<file path="src/rtl/efol_fix_note.sv">
/*
  Holds no logic and is kept empty on purpose.
  Assumes nothing of its surroundings.
*/

</file>
<file path="src/rtl/efol_pkg.sv">
/*
  Shared constants for the encoder feedback output logic: register map,
  field layout, reset values, mode codes and timing counts.
  Assumes a 50 MHz APB clock.
*/
package efol_pkg;

  localparam int unsigned EFOL_CLK_PERIOD_NS = 20;
  // Regenerated output frequency refresh interval
  localparam int unsigned EFOL_UPD_US        = 250;
  localparam int unsigned EFOL_UPD_CYC       = EFOL_UPD_US * 1000 / EFOL_CLK_PERIOD_NS;
  // Highest line frequency, four edges per line
  localparam int unsigned EFOL_MAX_LINE_KHZ  = 2500;
  localparam int unsigned EFOL_EDGE_NS       = 1000000 / (4 * EFOL_MAX_LINE_KHZ);
  localparam int unsigned EFOL_EDGE_CYC      =
    (EFOL_EDGE_NS + EFOL_CLK_PERIOD_NS - 1) / EFOL_CLK_PERIOD_NS;
  localparam int unsigned EFOL_FILT_DEPTH    = 2;

  localparam int unsigned EFOL_POS_W   = 32;
  localparam int unsigned EFOL_PHASE_W = 10;
  localparam int unsigned EFOL_ADDR_W  = 8;
  localparam int unsigned EFOL_DATA_W  = 32;

  localparam logic [7:0] EFOL_ADDR_CTRL   = 8'h00;
  localparam logic [7:0] EFOL_ADDR_INTERP = 8'h04;
  localparam logic [7:0] EFOL_ADDR_DIV    = 8'h08;
  localparam logic [7:0] EFOL_ADDR_MPOS   = 8'h0C;
  localparam logic [7:0] EFOL_ADDR_APOS   = 8'h10;
  localparam logic [7:0] EFOL_ADDR_STAT   = 8'h14;
  localparam logic [7:0] EFOL_ADDR_AIDX   = 8'h18;

  localparam int unsigned EFOL_CTRL_MODE_LSB = 0;
  localparam int unsigned EFOL_CTRL_SC_BIT   = 2;
  localparam int unsigned EFOL_CTRL_AUX_LSB  = 3;

  // Interpolation and divisor are held as powers of two
  localparam logic [3:0] EFOL_INTERP_MIN = 4'h2;
  localparam logic [3:0] EFOL_INTERP_MAX = 4'hA;
  localparam logic [3:0] EFOL_DIV_MAX    = 4'h8;
  localparam logic [3:0] EFOL_DIV_RST    = 4'h0;

  typedef enum logic [1:0] {
    EFOL_OUT_BUF    = 2'h0,
    EFOL_OUT_INTERP = 2'h1,
    EFOL_OUT_DIV    = 2'h2
  } efol_out_mode_t;

  typedef enum logic [1:0] {
    EFOL_AUX_QUAD    = 2'h0,
    EFOL_AUX_STEPDIR = 2'h1,
    EFOL_AUX_CWCCW   = 2'h2
  } efol_aux_mode_t;

  typedef enum logic [1:0] {
    EFOL_APB_IDLE = 2'b01,
    EFOL_APB_ACC  = 2'b10
  } efol_apb_st_t;

endpackage : efol_pkg

</file>
<file path="src/rtl/efol_encoder_feedback.sv">
/*
  Encoder feedback and regenerated quadrature output with APB registers,
  plus auxiliary encoder decoder.
  Assumes all encoder inputs synchronous to pclk and a digitised in-cycle
  phase from the sine/cosine front end.
*/
module efol_encoder_feedback #(
  parameter int unsigned UPD_CYC = efol_pkg::EFOL_UPD_CYC
) (
  input  wire logic                           pclk,
  input  wire logic                           presetn,
  input  wire logic                           psel,
  input  wire logic                           penable,
  input  wire logic                           pwrite,
  input  wire logic [efol_pkg::EFOL_ADDR_W-1:0]  paddr,
  input  wire logic [efol_pkg::EFOL_DATA_W-1:0]  pwdata,
  output logic      [efol_pkg::EFOL_DATA_W-1:0]  prdata,
  output logic                                pready,
  output logic                                pslverr,
  input  wire logic                           motor_enc_chan_a,
  input  wire logic                           motor_enc_chan_b,
  input  wire logic [efol_pkg::EFOL_PHASE_W-1:0] sincos_phase,
  input  wire logic                           aux_enc_chan_a,
  input  wire logic                           aux_enc_chan_b,
  input  wire logic                           aux_enc_index,
  input  wire logic                           net_variant,
  output logic                                unbuf_chan_a,
  output logic                                unbuf_chan_b,
  output logic                                regen_out_chan_a,
  output logic                                regen_out_chan_b,
  output logic      [efol_pkg::EFOL_POS_W-1:0]   loop_position
);
  import efol_pkg::*;

  localparam int unsigned TW = $clog2(UPD_CYC);

  efol_apb_st_t            apb_st, next_apb_st;
  efol_out_mode_t          out_mode, eff_mode;
  efol_aux_mode_t          aux_mode;
  logic                    sincos, next_sincos, next_pready, next_pslverr, rd_ok;
  logic [3:0]              interp_k, div_k, next_interp_k, next_div_k;
  logic [1:0]              next_out_mode, next_aux_mode;
  logic [EFOL_DATA_W-1:0]  next_prdata, rd_val;
  logic                    m_up, m_dn, x_up, x_dn, filt_a, filt_b;
  logic [EFOL_POS_W-1:0]   motor_cnt, aux_cnt, aux_idx, target, gen_pos;
  logic [EFOL_POS_W-1:0]   fb_pos, src_pos, diff;
  logic [EFOL_POS_W-1:0]   next_motor_cnt, next_aux_cnt, next_aux_idx, next_target, next_gen_pos;
  logic [TW-1:0]           tick_cnt, next_tick_cnt;
  logic [2:0]              pace_cnt, next_pace_cnt;
  logic                    tick, aux_pa, aux_pb, idx_p, aux_up, aux_dn;
  logic                    next_regen_a, next_regen_b;

  efol_quad_dec u_motor_dec (
    .pclk    (pclk),
    .presetn (presetn),
    .chan_a  (motor_enc_chan_a),
    .chan_b  (motor_enc_chan_b),
    .cnt_up  (m_up),
    .cnt_dn  (m_dn)
  );

  efol_quad_dec u_aux_dec (
    .pclk    (pclk),
    .presetn (presetn),
    .chan_a  (aux_enc_chan_a),
    .chan_b  (aux_enc_chan_b),
    .cnt_up  (x_up),
    .cnt_dn  (x_dn)
  );

  efol_glitch_filt #(.DEPTH(EFOL_FILT_DEPTH)) u_filt_a (
    .pclk    (pclk),
    .presetn (presetn),
    .din     (motor_enc_chan_a),
    .dout    (filt_a)
  );

  efol_glitch_filt #(.DEPTH(EFOL_FILT_DEPTH)) u_filt_b (
    .pclk    (pclk),
    .presetn (presetn),
    .din     (motor_enc_chan_b),
    .dout    (filt_b)
  );

  // Register file and APB slave
  always_comb begin
    rd_ok  = 1'b1;
    rd_val = '0;
    case (paddr)
      EFOL_ADDR_CTRL:   rd_val = {27'h0, aux_mode, sincos, out_mode};
      EFOL_ADDR_INTERP: rd_val = {28'h0, interp_k};
      EFOL_ADDR_DIV:    rd_val = {28'h0, div_k};
      EFOL_ADDR_MPOS:   rd_val = motor_cnt;
      EFOL_ADDR_APOS:   rd_val = aux_cnt;
      EFOL_ADDR_STAT:   rd_val = {29'h0, eff_mode, net_variant};
      EFOL_ADDR_AIDX:   rd_val = aux_idx;
      default:          rd_ok  = 1'b0;
    endcase
    next_apb_st   = apb_st;
    next_prdata   = prdata;
    next_pready   = 1'b0;
    next_pslverr  = 1'b0;
    next_out_mode = out_mode;
    next_sincos   = sincos;
    next_aux_mode = aux_mode;
    next_interp_k = interp_k;
    next_div_k    = div_k;
    case (apb_st)
      EFOL_APB_IDLE: begin
        if (psel && !penable) begin
          next_apb_st  = EFOL_APB_ACC;
          next_pready  = 1'b1;
          next_pslverr = !rd_ok;
          next_prdata  = (rd_ok && !pwrite) ? rd_val : '0;
        end
      end
      EFOL_APB_ACC: begin
        next_apb_st = EFOL_APB_IDLE;
        if (psel && penable && pwrite && rd_ok) begin
          case (paddr)
            EFOL_ADDR_CTRL: begin
              next_out_mode = pwdata[EFOL_CTRL_MODE_LSB+:2];
              next_sincos   = pwdata[EFOL_CTRL_SC_BIT];
              next_aux_mode = pwdata[EFOL_CTRL_AUX_LSB+:2];
            end
            EFOL_ADDR_INTERP: begin
              // Clamped to x4 .. x1024
              if (pwdata[3:0] < EFOL_INTERP_MIN || pwdata[31:4] != '0) begin
                next_interp_k = (pwdata[31:4] != '0) ? EFOL_INTERP_MAX : EFOL_INTERP_MIN;
              end else if (pwdata[3:0] > EFOL_INTERP_MAX) begin
                next_interp_k = EFOL_INTERP_MAX;
              end else begin
                next_interp_k = pwdata[3:0];
              end
            end
            EFOL_ADDR_DIV: begin
              next_div_k = (pwdata[31:0] > {28'h0, EFOL_DIV_MAX}) ? EFOL_DIV_MAX
                                                                 : pwdata[3:0];
            end
            default: begin
            end
          endcase
        end
      end
      default: next_apb_st = EFOL_APB_IDLE;
    endcase
  end

  always_ff @(posedge pclk or negedge presetn) begin
    if (!presetn) begin
      apb_st   <= EFOL_APB_IDLE;
      prdata   <= '0;
      pready   <= 1'b0;
      pslverr  <= 1'b0;
      out_mode <= EFOL_OUT_BUF;
      sincos   <= 1'b0;
      aux_mode <= EFOL_AUX_QUAD;
      interp_k <= EFOL_INTERP_MIN;
      div_k    <= EFOL_DIV_RST;
    end else begin
      apb_st   <= next_apb_st;
      prdata   <= next_prdata;
      pready   <= next_pready;
      pslverr  <= next_pslverr;
      out_mode <= efol_out_mode_t'(next_out_mode);
      sincos   <= next_sincos;
      aux_mode <= efol_aux_mode_t'(next_aux_mode);
      interp_k <= next_interp_k;
      div_k    <= next_div_k;
    end
  end

  // Position, output rate tracking and auxiliary counting
  always_comb begin
    eff_mode = out_mode;
    if (net_variant || out_mode == EFOL_OUT_BUF || !(out_mode inside {EFOL_OUT_INTERP,
        EFOL_OUT_DIV})) begin
      eff_mode = EFOL_OUT_BUF;
    end else if (out_mode == EFOL_OUT_INTERP && !sincos) begin
      eff_mode = EFOL_OUT_BUF;
    end
    // Whole cycles from the edge count, fraction from the analog phase
    fb_pos = motor_cnt;
    if (sincos) begin
      fb_pos = ((motor_cnt >> 2) << interp_k) |
               (EFOL_POS_W'(sincos_phase) >> (4'(EFOL_PHASE_W) - interp_k));
    end
    src_pos = (eff_mode == EFOL_OUT_DIV) ? (fb_pos >> div_k) : fb_pos;
    next_motor_cnt = motor_cnt + (m_up ? 32'h1 : 32'h0) - (m_dn ? 32'h1 : 32'h0);
    next_tick_cnt  = tick ? '0 : tick_cnt + TW'(1);
    next_target    = target;
    next_gen_pos   = gen_pos;
    next_pace_cnt  = (pace_cnt != 3'h0) ? pace_cnt - 3'h1 : pace_cnt;
    diff           = target - gen_pos;
    if (eff_mode == EFOL_OUT_BUF) begin
      next_target  = src_pos;
      next_gen_pos = src_pos;
    end else begin
      if (tick) begin
        next_target = src_pos;
      end
      // Edges paced to the output's top rate, one per step
      if (pace_cnt == 3'h0 && diff != '0) begin
        next_gen_pos  = diff[EFOL_POS_W-1] ? gen_pos - 32'h1 : gen_pos + 32'h1;
        next_pace_cnt = 3'(EFOL_EDGE_CYC - 1);
      end
    end
    // Buffered path is the filtered input; others a regenerated quadrature
    if (eff_mode == EFOL_OUT_BUF) begin
      next_regen_a = filt_a;
      next_regen_b = filt_b;
    end else begin
      next_regen_a = gen_pos[0] ^ gen_pos[1];
      next_regen_b = gen_pos[1];
    end
    aux_up = 1'b0;
    aux_dn = 1'b0;
    case (aux_mode)
      EFOL_AUX_QUAD: begin
        aux_up = x_up;
        aux_dn = x_dn;
      end
      EFOL_AUX_STEPDIR: begin
        aux_up = aux_enc_chan_a && !aux_pa && aux_enc_chan_b;
        aux_dn = aux_enc_chan_a && !aux_pa && !aux_enc_chan_b;
      end
      EFOL_AUX_CWCCW: begin
        aux_up = aux_enc_chan_a && !aux_pa && !aux_enc_chan_b;
        aux_dn = aux_enc_chan_b && !aux_pb && !aux_enc_chan_a;
      end
      default: begin
      end
    endcase
    next_aux_cnt = aux_cnt + (aux_up ? 32'h1 : 32'h0) - (aux_dn ? 32'h1 : 32'h0);
    next_aux_idx = (aux_enc_index && !idx_p) ? aux_cnt : aux_idx;
  end

  always_ff @(posedge pclk or negedge presetn) begin
    if (!presetn) begin
      motor_cnt        <= '0;
      aux_cnt          <= '0;
      aux_idx          <= '0;
      target           <= '0;
      gen_pos          <= '0;
      tick_cnt         <= '0;
      tick             <= 1'b0;
      pace_cnt         <= 3'h0;
      aux_pa           <= 1'b0;
      aux_pb           <= 1'b0;
      idx_p            <= 1'b0;
      regen_out_chan_a <= 1'b0;
      regen_out_chan_b <= 1'b0;
      unbuf_chan_a     <= 1'b0;
      unbuf_chan_b     <= 1'b0;
      loop_position    <= '0;
    end else begin
      motor_cnt        <= next_motor_cnt;
      aux_cnt          <= next_aux_cnt;
      aux_idx          <= next_aux_idx;
      target           <= next_target;
      gen_pos          <= next_gen_pos;
      tick_cnt         <= next_tick_cnt;
      tick             <= next_tick_cnt == TW'(UPD_CYC - 1);
      pace_cnt         <= next_pace_cnt;
      aux_pa           <= aux_enc_chan_a;
      aux_pb           <= aux_enc_chan_b;
      idx_p            <= aux_enc_index;
      regen_out_chan_a <= next_regen_a;
      regen_out_chan_b <= next_regen_b;
      unbuf_chan_a     <= motor_enc_chan_a;
      unbuf_chan_b     <= motor_enc_chan_b;
      loop_position    <= fb_pos;
    end
  end
endmodule : efol_encoder_feedback

</file>
<file path="src/rtl/efol_quad_dec.sv">
/*
  Quadrature edge decoder: one up or down pulse per legal edge of either
  channel. Assumes inputs synchronous to pclk.
*/
module efol_quad_dec (
  input  wire logic pclk,
  input  wire logic presetn,
  input  wire logic chan_a,
  input  wire logic chan_b,
  output logic      cnt_up,
  output logic      cnt_dn
);
  import efol_pkg::*;

  logic prev_a;
  logic prev_b;
  logic next_up;
  logic next_dn;
  logic ch_a;
  logic ch_b;

  always_comb begin
    ch_a    = chan_a != prev_a;
    ch_b    = chan_b != prev_b;
    next_up = 1'b0;
    next_dn = 1'b0;
    // Both channels moving at once is dropped
    if (ch_a && !ch_b) begin
      next_up = chan_a != chan_b;
      next_dn = chan_a == chan_b;
    end else if (ch_b && !ch_a) begin
      next_up = chan_b == chan_a;
      next_dn = chan_b != chan_a;
    end
  end

  always_ff @(posedge pclk or negedge presetn) begin
    if (!presetn) begin
      prev_a <= 1'b0;
      prev_b <= 1'b0;
      cnt_up <= 1'b0;
      cnt_dn <= 1'b0;
    end else begin
      prev_a <= chan_a;
      prev_b <= chan_b;
      cnt_up <= next_up;
      cnt_dn <= next_dn;
    end
  end
endmodule : efol_quad_dec

</file>
<file path="src/rtl/efol_glitch_filt.sv">
/*
  Input filter: the output follows the input once it has held the same
  level for DEPTH+1 samples. Assumes input synchronous to pclk.
*/
module efol_glitch_filt #(
  parameter int unsigned DEPTH = 2
) (
  input  wire logic pclk,
  input  wire logic presetn,
  input  wire logic din,
  output logic      dout
);
  import efol_pkg::*;

  logic [DEPTH-1:0] hist;
  logic [DEPTH-1:0] next_hist;
  logic             next_dout;

  always_comb begin
    next_hist = {hist[DEPTH-2:0], din};
    next_dout = dout;
    if (hist == {DEPTH{din}}) begin
      next_dout = din;
    end
  end

  always_ff @(posedge pclk or negedge presetn) begin
    if (!presetn) begin
      hist <= '0;
      dout <= 1'b0;
    end else begin
      hist <= next_hist;
      dout <= next_dout;
    end
  end

endmodule : efol_glitch_filt

</file>
<file path="config.mk">
export PLATFORM = sky130hd
export DESIGN_NAME = efol_encoder_feedback
export DESIGN_NICKNAME = d
export VERILOG_FILES = /design/src/rtl/efol_fix_note.sv /design/src/rtl/efol_pkg.sv /design/src/rtl/efol_encoder_feedback.sv /design/src/rtl/efol_quad_dec.sv /design/src/rtl/efol_glitch_filt.sv
export SDC_FILE = /design/constraint.sdc
export NUM_CORES = 1
export LEC_CHECK = 0
export ABC_AREA = 1
export BUFFER_PORTS_ARGS = -buffer_cell sky130_fd_sc_hd__buf_2
export CAP_MARGIN = 20
export CELL_PAD_IN_SITES_DETAIL_PLACEMENT = 1
export CELL_PAD_IN_SITES_GLOBAL_PLACEMENT = 2
export CORE_ASPECT_RATIO = 1.4
export CORE_MARGIN = 2
export CORE_UTILIZATION = 38
export DETAILED_ROUTE_END_ITERATION = 6
export GPL_ROUTABILITY_DRIVEN = 0
export PLACE_DENSITY = 0.95
export SKIP_LAST_GASP = 1
export SYNTH_ARGS = -nofsm -noshare
export SYNTH_HDL_FRONTEND = slang
export SYNTH_SLANG_ARGS = --single-unit
</file>
<file path="constraint.sdc">
create_clock -name pclk -period 5.3 [get_ports pclk]
set_input_delay 0.53 -clock pclk [delete_from_list [all_inputs] [get_ports pclk]]
set_output_delay 0.53 -clock pclk [all_outputs]
set_load 0.02 [all_outputs]
</file>
### Word level (Yosys, flattened, before mapping)

Index checks and enable logic that the tools add are counted.

* word-level logic and storage cells: 172
* register bits: 276

* bitwise logic cells: 2
* eq/ne operators: 29
* shift-type cells: 3
* muxes and demuxes: 42
* reductions and logical operators: 50
* order comparisons: 3
* add/sub/neg operators: 10

Operators by type and width (number)
* two-way mux 32 bit: 8
* one-hot mux 32 bit (7 select lines): 1
* adder 32 x 1 -> 32 bit: 2
* subtractor 32 x 1 -> 32 bit: 2
* adder 32 x 1 -> 32 bit (second input constant): 1
* greater-than comparator 32 x 4 -> 1 bit (second input constant): 1
* OR 32 bit: 1
* nonzero test 32 bit: 1
* << shifter 30 x 4 -> 32 bit: 1
* right shift 10 x 4 -> 32 bit: 1
* right shift 32 x 4 -> 32 bit: 1
* subtractor 32 x 1 -> 32 bit (second input constant): 1
* subtractor 32 bit: 1
* nonzero test 28 bit: 1
* == test 8 x 5 -> 1 bit (second input constant): 3
* two-way mux 1 bit: 19
* logical AND 1 bit: 17
* == test 8 x 4 -> 1 bit (second input constant): 2
* two-way mux 4 bit: 4
* adder 14 x 1 -> 14 bit (second input constant): 1
* == test 14 bit (second input constant): 1
* zero test 1 bit: 14
* two-way mux 14 bit: 1
* two-way mux 3 bit: 3
* other kinds (23): 51

### Longest topological paths before layout

* depth after elaboration: 9
* mapped depth: 28
* gate-level depth less buffers: 28

### Cells and area by module

From an unflattened synthesis, not the netlist that was laid out.

* cells, all modules: 3430
* area, all modules: 22445.3 um^2

By module, submodules not included
* efol_encoder_feedback: seq. area each 6658.9 um^2, area an instance 21812.2 um^2, cells an instance 3344, times used 1
* efol_quad_dec: seq. area each 100.1 um^2, area an instance 210.2 um^2, cells an instance 32, times used 2
* efol_glitch_filt: seq. area each 75.1 um^2, area an instance 106.4 um^2, cells an instance 11, times used 2

### Least setup slack after synthesis

No wires, ideal clock.

* path kind: flip-flop to flip-flop
* start: reg gen_pos[6]
* end: reg gen_pos[21]
* buffers on the path: 0
* data arrival time: 3.554 ns
* stages on the path, launching flop included: 26
* slack: 1.629 ns
* setup time: 0.117 ns
* cell sequence: dfrtp_1 -> inv_1 -> ha_1 -> nand2_1 -> inv_1 -> a21oi_1 -> nand2_2 -> nand2_2 -> nand2_2 -> nand2_1 -> nand2_1 -> nand2_1 -> nand2_2 -> ha_1 -> nand3_1 -> nand3_1 -> a21boi_0 -> o21ai_0 -> a21boi_0 -> o21ai_0 -> nand2_1 -> nand2_1 -> nand2_1 -> nand2_1 -> nand2_1 -> nand2_1

* longest elaborated chain between the ends: 4
* elaborated cells on any way between the ends: 9
* classes of those cells: 3 x add/sub; 3 x mux; 3 x reduce/logical

RTL lines
* start, declared: RTL line efol_encoder_feedback.sv:45 `logic [EFOL_POS_W-1:0] motor_cnt, aux_cnt, aux_idx, target, gen_pos;`
* start signal, assigned: RTL line efol_encoder_feedback.sv:261 `gen_pos <= next_gen_pos;`
* subtractor 32 bit, or another cell as far along: RTL line efol_encoder_feedback.sv:194 `diff = target - gen_pos;`
* nonzero test 32 bit or two-way mux 32 bit (tied branches): RTL line efol_encoder_feedback.sv:203, efol_encoder_feedback.sv:204
* logical AND 1 bit or two-way mux 32 bit (tied branches): RTL line efol_encoder_feedback.sv:203 `if (pace_cnt == 3'h0 && diff != '0) begin`
* nonzero test 2 bit (no source line) or two-way mux 32 bit (tied branches)

Several ways; a longest one is shown, not always the timed one. The select of a mux whose other input is x is not followed.
A chain may end at the register's enable or synchronous reset.

### Worst setup path in the final report

* start: reg gen_pos[6]
* end: reg gen_pos[26]

Same word-level chain as after synthesis.

==> metrics.csv <==
stage;metric;value;unit
clock_tree;post-CTS setup buffer count;0;
clock_tree;H-tree levels;2;
final_layout;commonest non-fill, non-tap cell in the layout;nand2_1;
sta;RSZ-0062 raised after global routing;no;
detailed_routing;DRT Pass-1 Iters;5;
sta;final hold viol count;0;
global_routing;gr ovfl total;0;
placement;Detailed Place HPWL;71400;µm
status;outcome;finished, final reports clean;
worst_setup_path;worst r2r dst;gen_pos[26];
clock_tree;Clk Latency, worst-skew pair;580;ps
detailed_routing;WL/cell;20.9;µm
sta;Max Clk Rate;0.208;GHz
worst_setup_path;critical path arrival;5320;ps
yosys;Yosys warnings;0;
detailed_routing;via-per-instance ratio;5.54;
global_routing;largest net degree at the start of global routing;115;
yosys;Netlist cell types;53;
yosys;Synth Flop Type;dfrtp_1;
flow_run;maxcap violations;0;
worst_setup_path;WP data required;5820;ps
global_routing;overall routing resource usage;29.3;%
floorplanning;die span in x;208;µm
sta;Final period util;90.6;%
worst_setup_path;endpoint class of the critical path;register;
clock_tree;Reg clk slew, reported paths;60;ps
hold_path;worst min path class;in2reg;
sta;Worst Max-Slew Pin Slew;984;ps
hold_path;Worst Hold Path Cells;1;
sta;minimum clock period;4800;ps
sta;total negative setup slack;0;ps
global_routing;vias in the first global route;25200;
worst_setup_path;reg2reg path depth;25;
placement;IO buf count;130;
sta;Final setup viols;0;
floorplanning;row cnt;104;
clock_tree;TritonCTS Buffers;34;
worst_setup_path;Setup crit start kind;register;
floorplanning;IO Count;131;
detailed_routing;drt drc;0;
hold_path;hold worst-path end;idx_p;
floorplanning;die area;60400;µm²
worst_setup_path;Critical Path Fanout Max;23;
floorplanning;Die Ht;290;µm
clock_tree;CTS Buffer Depth;3;
detailed_routing;DRT iter0 DRCs;1071;
worst_setup_path;launch point of the critical path;gen_pos[6];
yosys;Yosys reg bits;274;
final_layout;layout cell share with drive strength beyond 1;7.58;%
global_routing;initial antenna violation count;0;
floorplanning;starting density of the core;38.5;%
final_layout;Multi-input gate area;13300;µm²
detailed_routing;Final ANT Viol Nets;0;
hold_path;hold path start;aux_enc_index;
worst_setup_path;critical path class;reg2reg;
yosys;syn nets;3591;
yosys;Post-synth EDFFs;0;
sta;Worst Skew;31.1;ps
yosys;async set-or-reset flop fraction in the synthesized netlist;100;%
detailed_routing;total wire length;88800;µm
yosys;Avg Cell Area, Syn;6.55;µm²
floorplanning;placeable core area;57600;µm²
sta;Final Max Tran Viols;0;
clock_tree;CTS tree;built;
yosys;register area share after synthesis;30.9;%
yosys;post-synthesis instance area;22200;µm²
worst_setup_path;R2R Path Start;gen_pos[6];
final_layout;Storage cell area;6860;µm²
yosys;Gate Count Post-Synth;3392;
worst_setup_path;R2R Setup Slk;500;ps
sta;max_slew headroom;34.4;%
detailed_routing;Vias;23600;
final_layout;NumNets Final;3684;
final_layout;fillers;7691;
clock_tree;CTS root buffer;clkbuf_16;
clock_tree;clock sinks;274;
global_routing;first-pass GRT wire length;140000;µm
final_layout;commonest cells after routing, fill and taps aside;nand2_1 (998), nand3_1 (534), inv_1 (408), dfrtp_1 (272), nor2_1 (218);
final_layout;P&R area growth vs syn;11.7;%
-- registers in the layout (all words and copies together), names as in the netlist, 3 cells and up --
register / flops
prdata: 32
interp_k: 4
tick_cnt: 14
div_k: 4
aux_cnt: 32
gen_pos: 32
motor_cnt: 32
aux_idx: 32
loop_position: 32
target: 32
pace_cnt: 3
-- metrics by stage --
stage | hold WS (ps) | instance area, µm² | util (%) | instances | setup slack [ps]
floorplan | 234 | 22200 | - | 3392 | 1630
detailed placement | 413 | 23600 | 40.9 | 4188 | 658
global placement | 410 | 23600 | 40.9 | 4188 | 721
CTS | 67.7 | 24800 | 42.9 | 4251 | 643
finish | 90.5 | 24800 | 43.0 | 4254 | 497
global route | 82.7 | 24800 | 43.0 | 4253 | 131
-- Yosys cell counts, drive strengths merged (17+ instances only) --
cell | instances | area, µm²
nand2 | 1010 | 3830
xnor2 | 34 | 298
nor3 | 34 | 175
o22ai | 28 | 175
clkbuf | 74 | 278
nor4 | 17 | 106
dfrtp | 272 | 6810
o21ai | 196 | 981
nand4 | 34 | 213
a31oi | 36 | 225
inv | 417 | 1570
nor2 | 231 | 897
buf | 33 | 185
xor2 | 68 | 603
a21oi | 138 | 691
ha | 135 | 1690
nand3 | 537 | 2700
-- logic make-up after synthesis --
logic type	count (synthesis)	share of synthesized area, %
simple gates	1886	36.4
buf+inv	529	9.22
compound gates	461	11.5
flops	274	30.9
fa+ha+maj	138	7.88
xor+xnor	102	4.06
mux	2	0.0901
-- final cells by class --
type	count	area share (%)
Inverter	422	6.39
Multi-Input combinational cell	2589	53.7
Antenna cell	1	0.0101
Tap cell	742	3.74
Clock inverter	14	0.716
Sequential cell	274	27.7
Timing Repair Buffer	164	3.88
Clock buffer	48	3.92
-- critical path: stages, from the launching register on --
cell and delay (ps):
dfrtp_1 370, inv_1 60, ha_1 340, nand2_1 140, nor2_1 180, nand3_1 170
nand2_2 150, nand2_2 70, nand2_2 70, nand2_1 70, nand2_1 60, nand2_1 60
nand2_2 460, inv_1 180, fa_1 440, o21ai_1 460, a31oi_1 250, o21ai_0 450
nand4_1 220, nand3_1 120, nand2_1 50, nand2_1 70, nand2_1 60, nand2_1 90
nand2_1 50, nand2_1 70
-- worst max path at each step --
stage	cells past startpoint	endpoint
2_1_floorplan	25	gen_pos[21]
3_3_place_gp	25	gen_pos[26]
3_5_place_dp	25	gen_pos[26]
4_1_cts	25	gen_pos[26]
5_1_grt	23	gen_pos[21]
6_report	25	gen_pos[26]
-- timing repair --
action | CTS | global route
endpoints found under the hold margin | 22 | 0
gates resized for setup | 0 | 0
hold buffers | 1 | 0
-- layer usage --
metal | wire length [µm] | vias up | track usage (%)
met5 | 0 | - | 0
met4 | 6830 | 0 | 19.7
met3 | 2790 | 263 | 3.61
met2 | 46700 | 489 | 55.3
met1 | 32500 | 11500 | 29.9
li1 | - | 11300 | -
Power is not shown: default switching activity piles up to over one toggle a cycle in this logic, so the estimate is an artifact.
